## config.mk

```make
export PLATFORM = sky130hd
export DESIGN_NAME = bid_core
export DESIGN_NICKNAME = d
export VERILOG_FILES = /design/src/hdl/bid_pkg.sv /design/src/hdl/bid_core.sv /design/src/hdl/bid_file_mem.sv
export SDC_FILE = /design/constraint.sdc
export NUM_CORES = 1
export LEC_CHECK = 0
export BUFFER_PORTS_ARGS = -buffer_cell sky130_fd_sc_hd__buf_4
export CAP_MARGIN = 15
export CELL_PAD_IN_SITES_DETAIL_PLACEMENT = 0
export CELL_PAD_IN_SITES_GLOBAL_PLACEMENT = 2
export CORE_UTILIZATION = 45
export CTS_CLUSTER_DIAMETER = 30
export DETAILED_ROUTE_END_ITERATION = 16
export PLACE_DENSITY = 0.83
export SLEW_MARGIN = 20
export SYNTH_ARGS = -nofsm -noshare
export SYNTH_HDL_FRONTEND = slang
export SYNTH_SLANG_ARGS = --single-unit
```

## constraint.sdc

```tcl
create_clock -name mclk_in -period 3.8 [get_ports mclk_in]
set_input_delay 0.38 -clock mclk_in [delete_from_list [all_inputs] [get_ports mclk_in]]
set_output_delay 0.38 -clock mclk_in [all_outputs]
set_load 0.01 [all_outputs]
```

## src/hdl/bid_pkg.sv

```systemverilog
/*
 * package for the branch / increment decode block: encodings, field
 * positions, reset values and the quarter-phase enumeration.
 * assumes a single core clock; one instruction cycle is four clocks.
 */
package bid_pkg;
	// --------------------------------------------------------------
	// widths
	// --------------------------------------------------------------
	localparam int BID_IW = 14;
	localparam int BID_PCW = 13;
	localparam int BID_DW = 8;
	localparam int BID_AW = 7;
	// --------------------------------------------------------------
	// encodings and fields
	// --------------------------------------------------------------
	localparam logic [2:0] BID_BRANCH_TOP = 3'h5;
	localparam logic [5:0] BID_INCR_TOP = 6'h0a;
	localparam int BID_BRANCH_TOP_LSB = 11;
	localparam int BID_INCR_TOP_LSB = 8;
	localparam int BID_DEST_BIT = 7;
	localparam int BID_LIT_W = 11;
	localparam int BID_PAGE_HI = 4;
	localparam int BID_PAGE_LO = 3;
	// --------------------------------------------------------------
	// reset values and counts
	// --------------------------------------------------------------
	localparam logic [12:0] BID_PC_RST = 13'h0000;
	localparam logic [7:0] BID_DATA_RST = 8'h00;
	localparam logic [13:0] BID_INSTR_RST = 14'h0000;
	localparam int BID_BRANCH_CYCLES = 2;
	localparam int BID_REG_DEPTH = 128;

	typedef enum logic [1:0] {BID_Q1, BID_Q2, BID_Q3, BID_Q4} bid_phase_t;
endpackage
```

## src/hdl/bid_core.sv

```systemverilog
/*
 * decode and execute of the absolute branch and the file increment.
 * assumes the fetch path presents instr_in in phase one together with
 * instr_valid_in; other opcodes are ignored and act as one-cycle no-ops.
 */
// Implementation choices: the address-and-strobe port and the register offsets.
// Functional notes
// - branch loads literal into pc 10:0 and page latch 4:3 into pc 12:11
// - branch decoded from top bits 10, next bit 1, eleven literal bits
// - branch takes two cycles: pc written in q4, second cycle is no-op
// - branch leaves every status flag unchanged
// - increment decoded from 00 1010 d fffffff; d selects accumulator or file
// - increment sets zero flag from result, wrap to zero sets it
// - increment is one cycle: decode, read, process, write in q1..q4
module bid_core
	import bid_pkg::*;
#(
	parameter int IW = BID_IW,
	parameter int PCW = BID_PCW
) (
	input wire logic mclk_in,
	input wire logic rst_in,
	input wire logic instr_valid_in,
	input wire logic [IW-1:0] instr_in,
	input wire logic [BID_DW-1:0] pc_page_latch_in,
	input wire logic file_wr_in,
	input wire logic [BID_AW-1:0] file_addr_in,
	input wire logic [BID_DW-1:0] file_data_in,
	output logic [PCW-1:0] pc_out,
	output logic pc_load_out,
	output logic [BID_DW-1:0] accum_out,
	output logic zero_flag_out,
	output logic [1:0] phase_out,
	output logic stall_out,
	output logic [BID_DW-1:0] file_rd_data_out
);
	initial begin
		if (IW != BID_IW) begin
			$error("unsupported instruction width");
		end
		if (PCW != BID_PCW) begin
			$error("unsupported pc width");
		end
		// the branch target must fill the pc exactly
		if (BID_LIT_W + 2 != PCW) begin
			$error("literal and page bits do not fill the pc");
		end
		if (BID_PAGE_HI - BID_PAGE_LO != 1) begin
			$error("page field must be two bits");
		end
	end

	// --------------------------------------------------------------
	// state
	// --------------------------------------------------------------
	typedef enum logic [1:0] {BID_OP_NONE, BID_OP_BRANCH, BID_OP_INCR} bid_op_t;

	typedef struct packed {
		bid_phase_t phase;
		bid_op_t op;
		logic nop_cycle;
		logic [IW-1:0] instr;
		logic [PCW-1:0] pc;
		logic pc_load;
		logic [BID_DW-1:0] result;
		logic [BID_DW-1:0] accum;
		logic zero;
		logic [BID_DW-1:0] rd_data;
	} bid_state_t;

	bid_state_t s_reg;
	bid_state_t s_next;

	logic [BID_DW-1:0] mem_rd;
	logic mem_we;
	logic [BID_AW-1:0] mem_waddr;
	logic [BID_DW-1:0] mem_wdata;
	logic [BID_AW-1:0] mem_raddr;
	logic is_branch;
	logic is_incr;
	logic held_dest;
	logic [BID_AW-1:0] held_faddr;
	logic [BID_LIT_W-1:0] held_lit;
	logic [1:0] page_bits;
	logic core_wb;

	// --------------------------------------------------------------
	// decode
	// --------------------------------------------------------------
	always_comb begin
		is_branch = instr_in[IW-1 -: 3] == BID_BRANCH_TOP;
		is_incr = instr_in[IW-1 -: 6] == BID_INCR_TOP;
	end

	// fields of the held word, used in the later phases
	always_comb begin
		held_dest = s_reg.instr[BID_DEST_BIT];
		held_faddr = s_reg.instr[BID_AW-1:0];
		held_lit = s_reg.instr[BID_LIT_W-1:0];
		page_bits = pc_page_latch_in[BID_PAGE_HI:BID_PAGE_LO];
		core_wb = s_reg.phase == BID_Q4 && s_reg.op == BID_OP_INCR && held_dest;
	end

	// --------------------------------------------------------------
	// file port: increment writes back in q4, else software port
	// --------------------------------------------------------------
	always_comb begin
		mem_raddr = held_faddr;
		if (s_reg.phase == BID_Q1) begin
			mem_raddr = file_addr_in;
		end
		mem_we = file_wr_in;
		mem_waddr = file_addr_in;
		mem_wdata = file_data_in;
		// core write wins; the software port should stay off the same q4
		if (core_wb) begin
			mem_we = 1'b1;
			mem_waddr = held_faddr;
			mem_wdata = s_reg.result;
		end
	end

	bid_file_mem #(
		.DEPTH(BID_REG_DEPTH),
		.AW(BID_AW),
		.DW(BID_DW)
	) u_mem (
		.mclk_in(mclk_in),
		.wr_en_in(mem_we),
		.wr_addr_in(mem_waddr),
		.wr_data_in(mem_wdata),
		.rd_addr_in(mem_raddr),
		.rd_data_out(mem_rd)
	);

	// --------------------------------------------------------------
	// quarter-phase sequencer
	// --------------------------------------------------------------
	always_comb begin
		s_next = s_reg;
		s_next.pc_load = 1'b0;
		unique case (s_reg.phase)
			BID_Q1: begin
				s_next.phase = BID_Q2;
				if (s_reg.nop_cycle) begin
					s_next.op = BID_OP_NONE;
				end else if (instr_valid_in && is_branch) begin
					s_next.op = BID_OP_BRANCH;
					s_next.instr = instr_in;
				end else if (instr_valid_in && is_incr) begin
					s_next.op = BID_OP_INCR;
					s_next.instr = instr_in;
				end else begin
					s_next.op = BID_OP_NONE;
				end
			end
			BID_Q2: begin
				s_next.phase = BID_Q3;
				// software read data, addressed during q1
				s_next.rd_data = mem_rd;
				// increment presents its file address now
			end
			BID_Q3: begin
				s_next.phase = BID_Q4;
				// the ram answers one clock late, so the operand lands here
				if (s_reg.op == BID_OP_INCR) begin
					// 8-bit wrap, no carry out kept
					s_next.result = mem_rd + 8'h01;
				end
			end
			BID_Q4: begin
				s_next.phase = BID_Q1;
				s_next.nop_cycle = 1'b0;
				if (s_reg.op == BID_OP_BRANCH) begin
					s_next.pc = {page_bits, held_lit};
					s_next.pc_load = 1'b1;
					s_next.nop_cycle = 1'b1;
					// flags deliberately untouched
				end else begin
					// the branch's idle cycle leaves the pc on the target
					if (!s_reg.nop_cycle) begin
						s_next.pc = s_reg.pc + 13'h0001;
					end
					if (s_reg.op == BID_OP_INCR) begin
						s_next.zero = s_reg.result == 8'h00;
						if (!held_dest) begin
							s_next.accum = s_reg.result;
						end
					end
				end
			end
		endcase
	end

	always_ff @(posedge mclk_in or posedge rst_in) begin
		if (rst_in) begin
			s_reg <= '{
				phase: BID_Q1,
				op: BID_OP_NONE,
				nop_cycle: 1'b0,
				instr: BID_INSTR_RST,
				pc: BID_PC_RST,
				pc_load: 1'b0,
				result: BID_DATA_RST,
				accum: BID_DATA_RST,
				zero: 1'b0,
				rd_data: BID_DATA_RST
			};
		end else begin
			s_reg <= s_next;
		end
	end

	// --------------------------------------------------------------
	// outputs, all from state flops
	// --------------------------------------------------------------
	always_comb begin
		pc_out = s_reg.pc;
		pc_load_out = s_reg.pc_load;
		accum_out = s_reg.accum;
		zero_flag_out = s_reg.zero;
		phase_out = s_reg.phase;
		stall_out = s_reg.nop_cycle;
		file_rd_data_out = s_reg.rd_data;
	end
endmodule

```

## src/hdl/bid_file_mem.sv

```systemverilog
/*
 * small register file for the decode block, one write port and one
 * registered read port.
 * assumes write and read addresses come from the same clock domain.
 */
module bid_file_mem
	import bid_pkg::*;
#(
	parameter int DEPTH = BID_REG_DEPTH,
	parameter int AW = BID_AW,
	parameter int DW = BID_DW
) (
	input wire logic mclk_in,
	input wire logic wr_en_in,
	input wire logic [AW-1:0] wr_addr_in,
	input wire logic [DW-1:0] wr_data_in,
	input wire logic [AW-1:0] rd_addr_in,
	output logic [DW-1:0] rd_data_out
);
	initial begin
		if (DEPTH > (1 << AW)) $error("depth exceeds address range");
	end

	logic [DW-1:0] mem [DEPTH];

	// no reset on the array: contents are software defined
	always_ff @(posedge mclk_in) begin
		if (wr_en_in) begin
			mem[wr_addr_in] <= wr_data_in;
		end
		rd_data_out <= mem[rd_addr_in];
	end
endmodule

```

# Yosys cells after proc, flatten, opt, wreduce, memory -nomap -nowiden
# Memories as Yosys holds them, arrays and structs flattened. A register that Yosys moved wholly into a read port is not among the register bits.
# Cells that the tools add are included.
[word_totals]
regBits = 55
ramBits = 1024
inputBits = 41
output_inout_bits = 34
wordCells = 52
n_memories = 1
[classes]
add_sub_neg = 2
eq_ne = 8
muxes = 16
bitwise = 3
reduce_logical = 12
[memory_table]
columns = ["memory", "depth", "word_bits", "rd", "rd_clocked_by_memory_dff", "wr", "line", "text"]
rows = [
  ["u_mem.mem", 128, 8, 1, 1, 1, "bid_file_mem.sv:24", "logic [DW-1:0] mem [DEPTH];"],
]
[ops]
columns = ["cell", "n"]
rows = [
  ["2-to-1 mux 13 bit", 2],
  ["2-to-1 mux 11 bit", 2],
  ["2-to-1 mux 7 bit", 2],
  ["adder 13 x 1 -> 13 bit (second input constant)", 1],
  ["adder 8 x 1 -> 8 bit (second input constant)", 1],
  ["zero test 8 bit", 1],
  ["2-to-1 mux 8 bit", 1],
  ["one-hot mux 2 bit (4 select lines)", 1],
  ["equality test 2 bit (second input constant)", 3],
  ["equality test 6 x 4 -> 1 bit (second input constant)", 1],
  ["2-to-1 mux 2 bit", 3],
  ["AND reduction 3 bit", 2],
  ["2-to-1 mux 1 bit", 5],
  ["equality test 2 x 1 -> 1 bit (second input constant)", 2],
  ["logical AND 1 bit", 4],
  ["AND reduction 2 bit", 2],
  ["AND reduction 4 bit", 1],
  ["equality test 3 bit (second input constant)", 1],
  ["NOT 1 bit", 3],
  ["zero test 2 bit", 1],
  ["inequality test 2 x 1 -> 1 bit (second input constant)", 1],
  ["nonzero test 2 bit", 1],
]

# Longest topological paths before layout
[logic_depth]
word_depth = 6
mapped_depth = 14
depth_no_buf = 10

# Modules after synthesis
# Synthesis repeated with hierarchy kept, for this count alone.
[unflattened]
hier_cells = 1918
hier_area_um2 = 42721.0
[modules_own_cells]
columns = ["mod", "instances", "cells_per_inst", "area_per_inst_um2", "seq_area_each_um2"]
rows = [
  ["bid_file_mem", 1, 1635, 39665.5, 30909.6],
  ["bid_core", 1, 283, 3055.4, 1376.3],
]

# Least setup slack after synthesis
# No wires, ideal clock.
[synth_path]
kind = "reg2reg"
start = "reg s_reg (netlist bit phase_out[0])"
end = "mem u_mem.mem[0][2] in the netlist's numbering, data pin"
setup_time_ps = 378
arrival_time_ps = 2523
required_time_ps = 3422
setup_slack_ps = 900
path_stages_with_launch = 6
n_path_buf = 2
period_less_slack_ps = 2900
cell_sequence = "dfrtp_1 -> ha_1 -> nand3_1 -> clkbuf_1 -> clkbuf_1 -> mux2_2"
[synth_between]
elab_chain_len = 4
[synth_lines]
columns = ["item", "line", "text"]
rows = [
  ["from (decl)", "bid_core.sv:71", "bid_state_t s_reg;"],
  ["from (signal assigned)", "bid_core.sv:197", "s_reg <= '{"],
  ["from (signal assigned)", "bid_core.sv:210", "s_reg <= s_next;"],
  ["equality test 2 bit", "bid_core.sv:101", "core_wb = s_reg.phase == BID_Q4 && s_reg.op == BID_OP_INCR && held_dest;"],
  ["logical AND 1 bit (2 in a row)", "bid_core.sv:101", ""],
  ["2-to-1 mux 8 bit", "bid_core.sv:116", "if (core_wb) begin"],
  ["named net mem_wdata[2]", "bid_core.sv:77", "logic [BID_DW-1:0] mem_wdata;"],
  ["to (decl)", "bid_file_mem.sv:24", ""],
]
# The timed path passes the listed nets, and every way through them passes these cells.

# Worst setup path in the final report
[layout_path]
start = "reg s_reg (netlist bit phase_out[1])"
end = "reg u_mem.rd_data_out[6], read port of u_mem.mem"
[layout_between]
elab_chain_len = 2
[layout_lines]
columns = ["item", "line", "text"]
rows = [
  ["zero test 2 bit", "bid_core.sv:109", "if (s_reg.phase == BID_Q1) begin"],
  ["2-to-1 mux 7 bit", "bid_core.sv:109", ""],
  ["to (decl)", "bid_file_mem.sv:18", "output logic [DW-1:0] rd_data_out"],
]
# Every way passes these cells.
# A chain may end at the register's enable or synchronous reset.

==> results.tsv <==
metric	value	unit
total number of vias	28900	
Bufs on Longest Clock Path	3	
syn_area_per_cell	13.1	sq um
simple-gate share of the synthesized area	0.144	
HP Class	in -> reg	
Psw	8940	uW
Final Hold Viols	0	
Commonest cells post-synth	edfxtp_1, nand2_1, nand3_1	
flip-flop and latch area	32300	sq um
total gr overflow	0	
gr usage total	0.254	
Setup crit start kind	register	
Cell variety after synth	62	
max-slew violations	0	
Post-Syn Instances	3379	
Root Buffer	clkbuf_16	
diode count	0	
type of the worst setup path	reg -> reg	
CP cell instances	inv_1 -> ha_4 -> mux2i_4 -> buf_12 -> nand2_1 -> and3_1 -> a31oi_1 -> o22ai_1 -> nor4_2 -> buf_4 -> a211o_1	
#FFs+latches synth	1087	
Layout area overhead	21.8	%
power density over the cells	661	nW/um^2
CTS H-Tree Depth	4	
x dimension of the die	316	microns
multi-input logic area	10900	sq um
Iter 0 DRT Violations	3017	
unrepaired setup endpoints after global routing	no	
non-filler cells, final	5041	
Seq/Total Area, Yosys	0.728	
total CTS buffers	201	
number of synthesized flops with an enable pin	1024	
Core Box Area	97100	sq um
Clock power frac	0.508	
I/O Buffers	68	
Primary FF master, synth	edfxtp_1	
fillcell total	7739	
Setup violations, final	0	
clk_lat worst skew	780	ps
placed insts	4654	
row cnt	114	
Synth Cell Area	44300	sq um
Tmin final	3510	ps
XOR/XNOR share of the synthesized area	0.00119	
first-pass GRT wire length	185000	microns
drc violations	0	
max cap viols	0	
Initial Util	0.456	
critical-path maximum fanout	78	
switch share	0.250	
Worst path slowest cell	mux2i_4	
Min Hold Slack	85.3	ps
worst slew pin tran	1050	ps
placer congestion estimate	0.892	
Worst path top cell family by delay	buffers and inverters	
DIE AREA	99800	sq um
syn nets	3427	
share of the synthesized area in the top cell type	0.694	
Die H	316	microns
CTS sink count	1087	
TNS Setup	0	ps
Slew headroom	0.299	
layout cells sized above 1	0.162	
yosys warns	0	
Seq pwr share	0.376	
Final #Nets	3646	
Clk pin slew, worst setup/hold paths	50	ps
DPL Wire Length	78200	microns
CP max stage delay	550	ps
FMAX	285	MHz
Reg2Reg Setup Slack	290	ps
period utilisation layout	0.925	
largest net degree at the start of global routing	94	
wire length per cell	25.0	microns
pre-CTS WS	52.7	ps
Post-Synth Adder-Cell Area	0.00198	
final wirelength	126000	microns
P_int	26700	uW
Buf/Inv on CP	3	
clock skew	28.8	ps
IO Count	75	
Worst Path Required	4500	ps
outcome	completed	
Setup Fix Bufs, Post-CTS	0	
vias in the first global route	28600	
Worst EP arrival	4220	ps
Compound-Gate Fraction of Synth Area	0.0568	
PnR worst setup slack	286	ps
top cells by area, synth	edfxtp_1, nand2_1, dfrtp_1	
ANT nets after route	0	
Largest register FFs	1024	
drt pass-1 iters	6	
post-DR vias/cell	5.74	
fin util	0.556	
CTS tree	built	
main combinational cell family by area after synthesis	simple AND/OR/NAND/NOR gates	
Crit. End Element	register	
multiplexer share of the synthesized area	0.0399	
Worst VDD drop	0.443	mV
Leak Pwr	0.0196	uW
largest area contributor in the netlist	edfxtp_1	
most frequent cell after synthesis	edfxtp_1	
initial antenna violation count	5	
Comb power frac	0.116	
fraction of registers with async set/reset	0.0506	
-- cell families (layout without fill, tap and decap cells) --
| kind of cell | after synthesis | in the layout |
|---|---|---|
| AND/OR/NAND/NOR | 1492 | 1492 |
| flip-flops | 1087 | 1087 |
| AO/OA/AOI/OAI | 390 | 390 |
| buffers and inverters | 234 | 620 |
| multiplexers | 163 | 163 |
| adder cells (fa/ha/maj) | 7 | 7 |
| XOR/XNOR | 6 | 6 |
-- path summary, 6_finish.rpt --
check                           cells past startpoint                         endpoint                             from
worst max-delay path                               11     u_mem.rd_data_out[6]$_DFF_P_           phase_out[1]$_DFF_PP0_
min in group asynchronous                           3         accum_out[2]$_DFFE_PP0P_                           rst_in
max in group asynchronous                           4           pc_out[12]$_DFFE_PP0P_                           rst_in
worst min-delay path                                5            s_reg[55]$_DFFE_PP0N_                     instr_in[11]
worst min register to register                      1  file_rd_data_out[6]$_DFFE_PP0N_  file_rd_data_out[6]$_DFFE_PP0N_
worst max register to register                     11     u_mem.rd_data_out[6]$_DFF_P_           phase_out[1]$_DFF_PP0_
-- cell usage in the layout, fill, tap and decap left out, types with 20 or more instances in the layout --
| cell type | netlist | layout |
|---|---|---|
| edfxtp_1 | 1024 | 1024 |
| nand2_1 | 872 | 872 |
| nand3_1 | 274 | 273 |
| clkbuf_16 | 0 | 204 |
| buf_4 | 52 | 192 |
| nor2_1 | 173 | 173 |
| a21oi_1 | 139 | 139 |
| mux2i_1 | 115 | 113 |
| and3_1 | 55 | 55 |
| dfrtp_1 | 55 | 55 |
| a31oi_1 | 52 | 52 |
| o221ai_1 | 48 | 48 |
| o22ai_1 | 39 | 39 |
| o21ai_0 | 39 | 38 |
| or3_1 | 33 | 33 |
| bufinv_16 | 0 | 33 |
| mux2_2 | 40 | 31 |
| clkbuf_1 | 65 | 30 |
| buf_12 | 0 | 30 |
| clkinv_2 | 0 | 24 |
| nor3_1 | 23 | 23 |
| clkinvlp_4 | 0 | 21 |
| inv_6 | 0 | 20 |
-- metrics by stage --
step	total power [uW]	instance area, sq um
floorplan	16000	44300
global placement	17700	46800
detailed placement	17700	46800
CTS	35800	54000
global route	36700	54000
finish	35700	54000
-- repair_timing --
| item | CTS | global route |
|---|---|---|
| resized for setup | 0 | 2 |
| setup endpoints to repair | 0 | 4 |
| hold buffers | 17 | 0 |
| hold endpoints to repair | 37 | 0 |
-- cell type report --
type / instances / area share
inverter: 11 / 0.000765
clock buffer: 236 / 0.0971
clock inverter: 134 / 0.0318
tap: 1276 / 0.0296
timing repair buffer: 239 / 0.0410
multi-input combinational: 2058 / 0.202
sequential: 1087 / 0.598
-- tightest hold or removal path: cells and delay by family --
kind                   cells  cell delay, ps
AO/OA/AOI/OAI              1              80
AND/OR/NAND/NOR            3             200
buffers and inverters      1             120
-- power groups by stage --
stage	clock [uW]	combinational, uW	sequential (uW)
2_1_floorplan	0	2450	13600
5_1_grt	18900	4400	13400
3_3_place_gp	0	4020	13600
3_5_place_dp	0	4060	13600
4_1_cts	18300	4100	13400
6_report	18100	4120	13400
-- per-layer routing --
layer	track usage	wire length, microns	up-vias
met5	0	0	-
met4	0.0907	3900	0
met3	0.0476	9920	229
met2	0.406	60000	1257
met1	0.347	52400	14500
li1	-	-	13000
No activity file was read; power rests on OpenSTA's default activity.
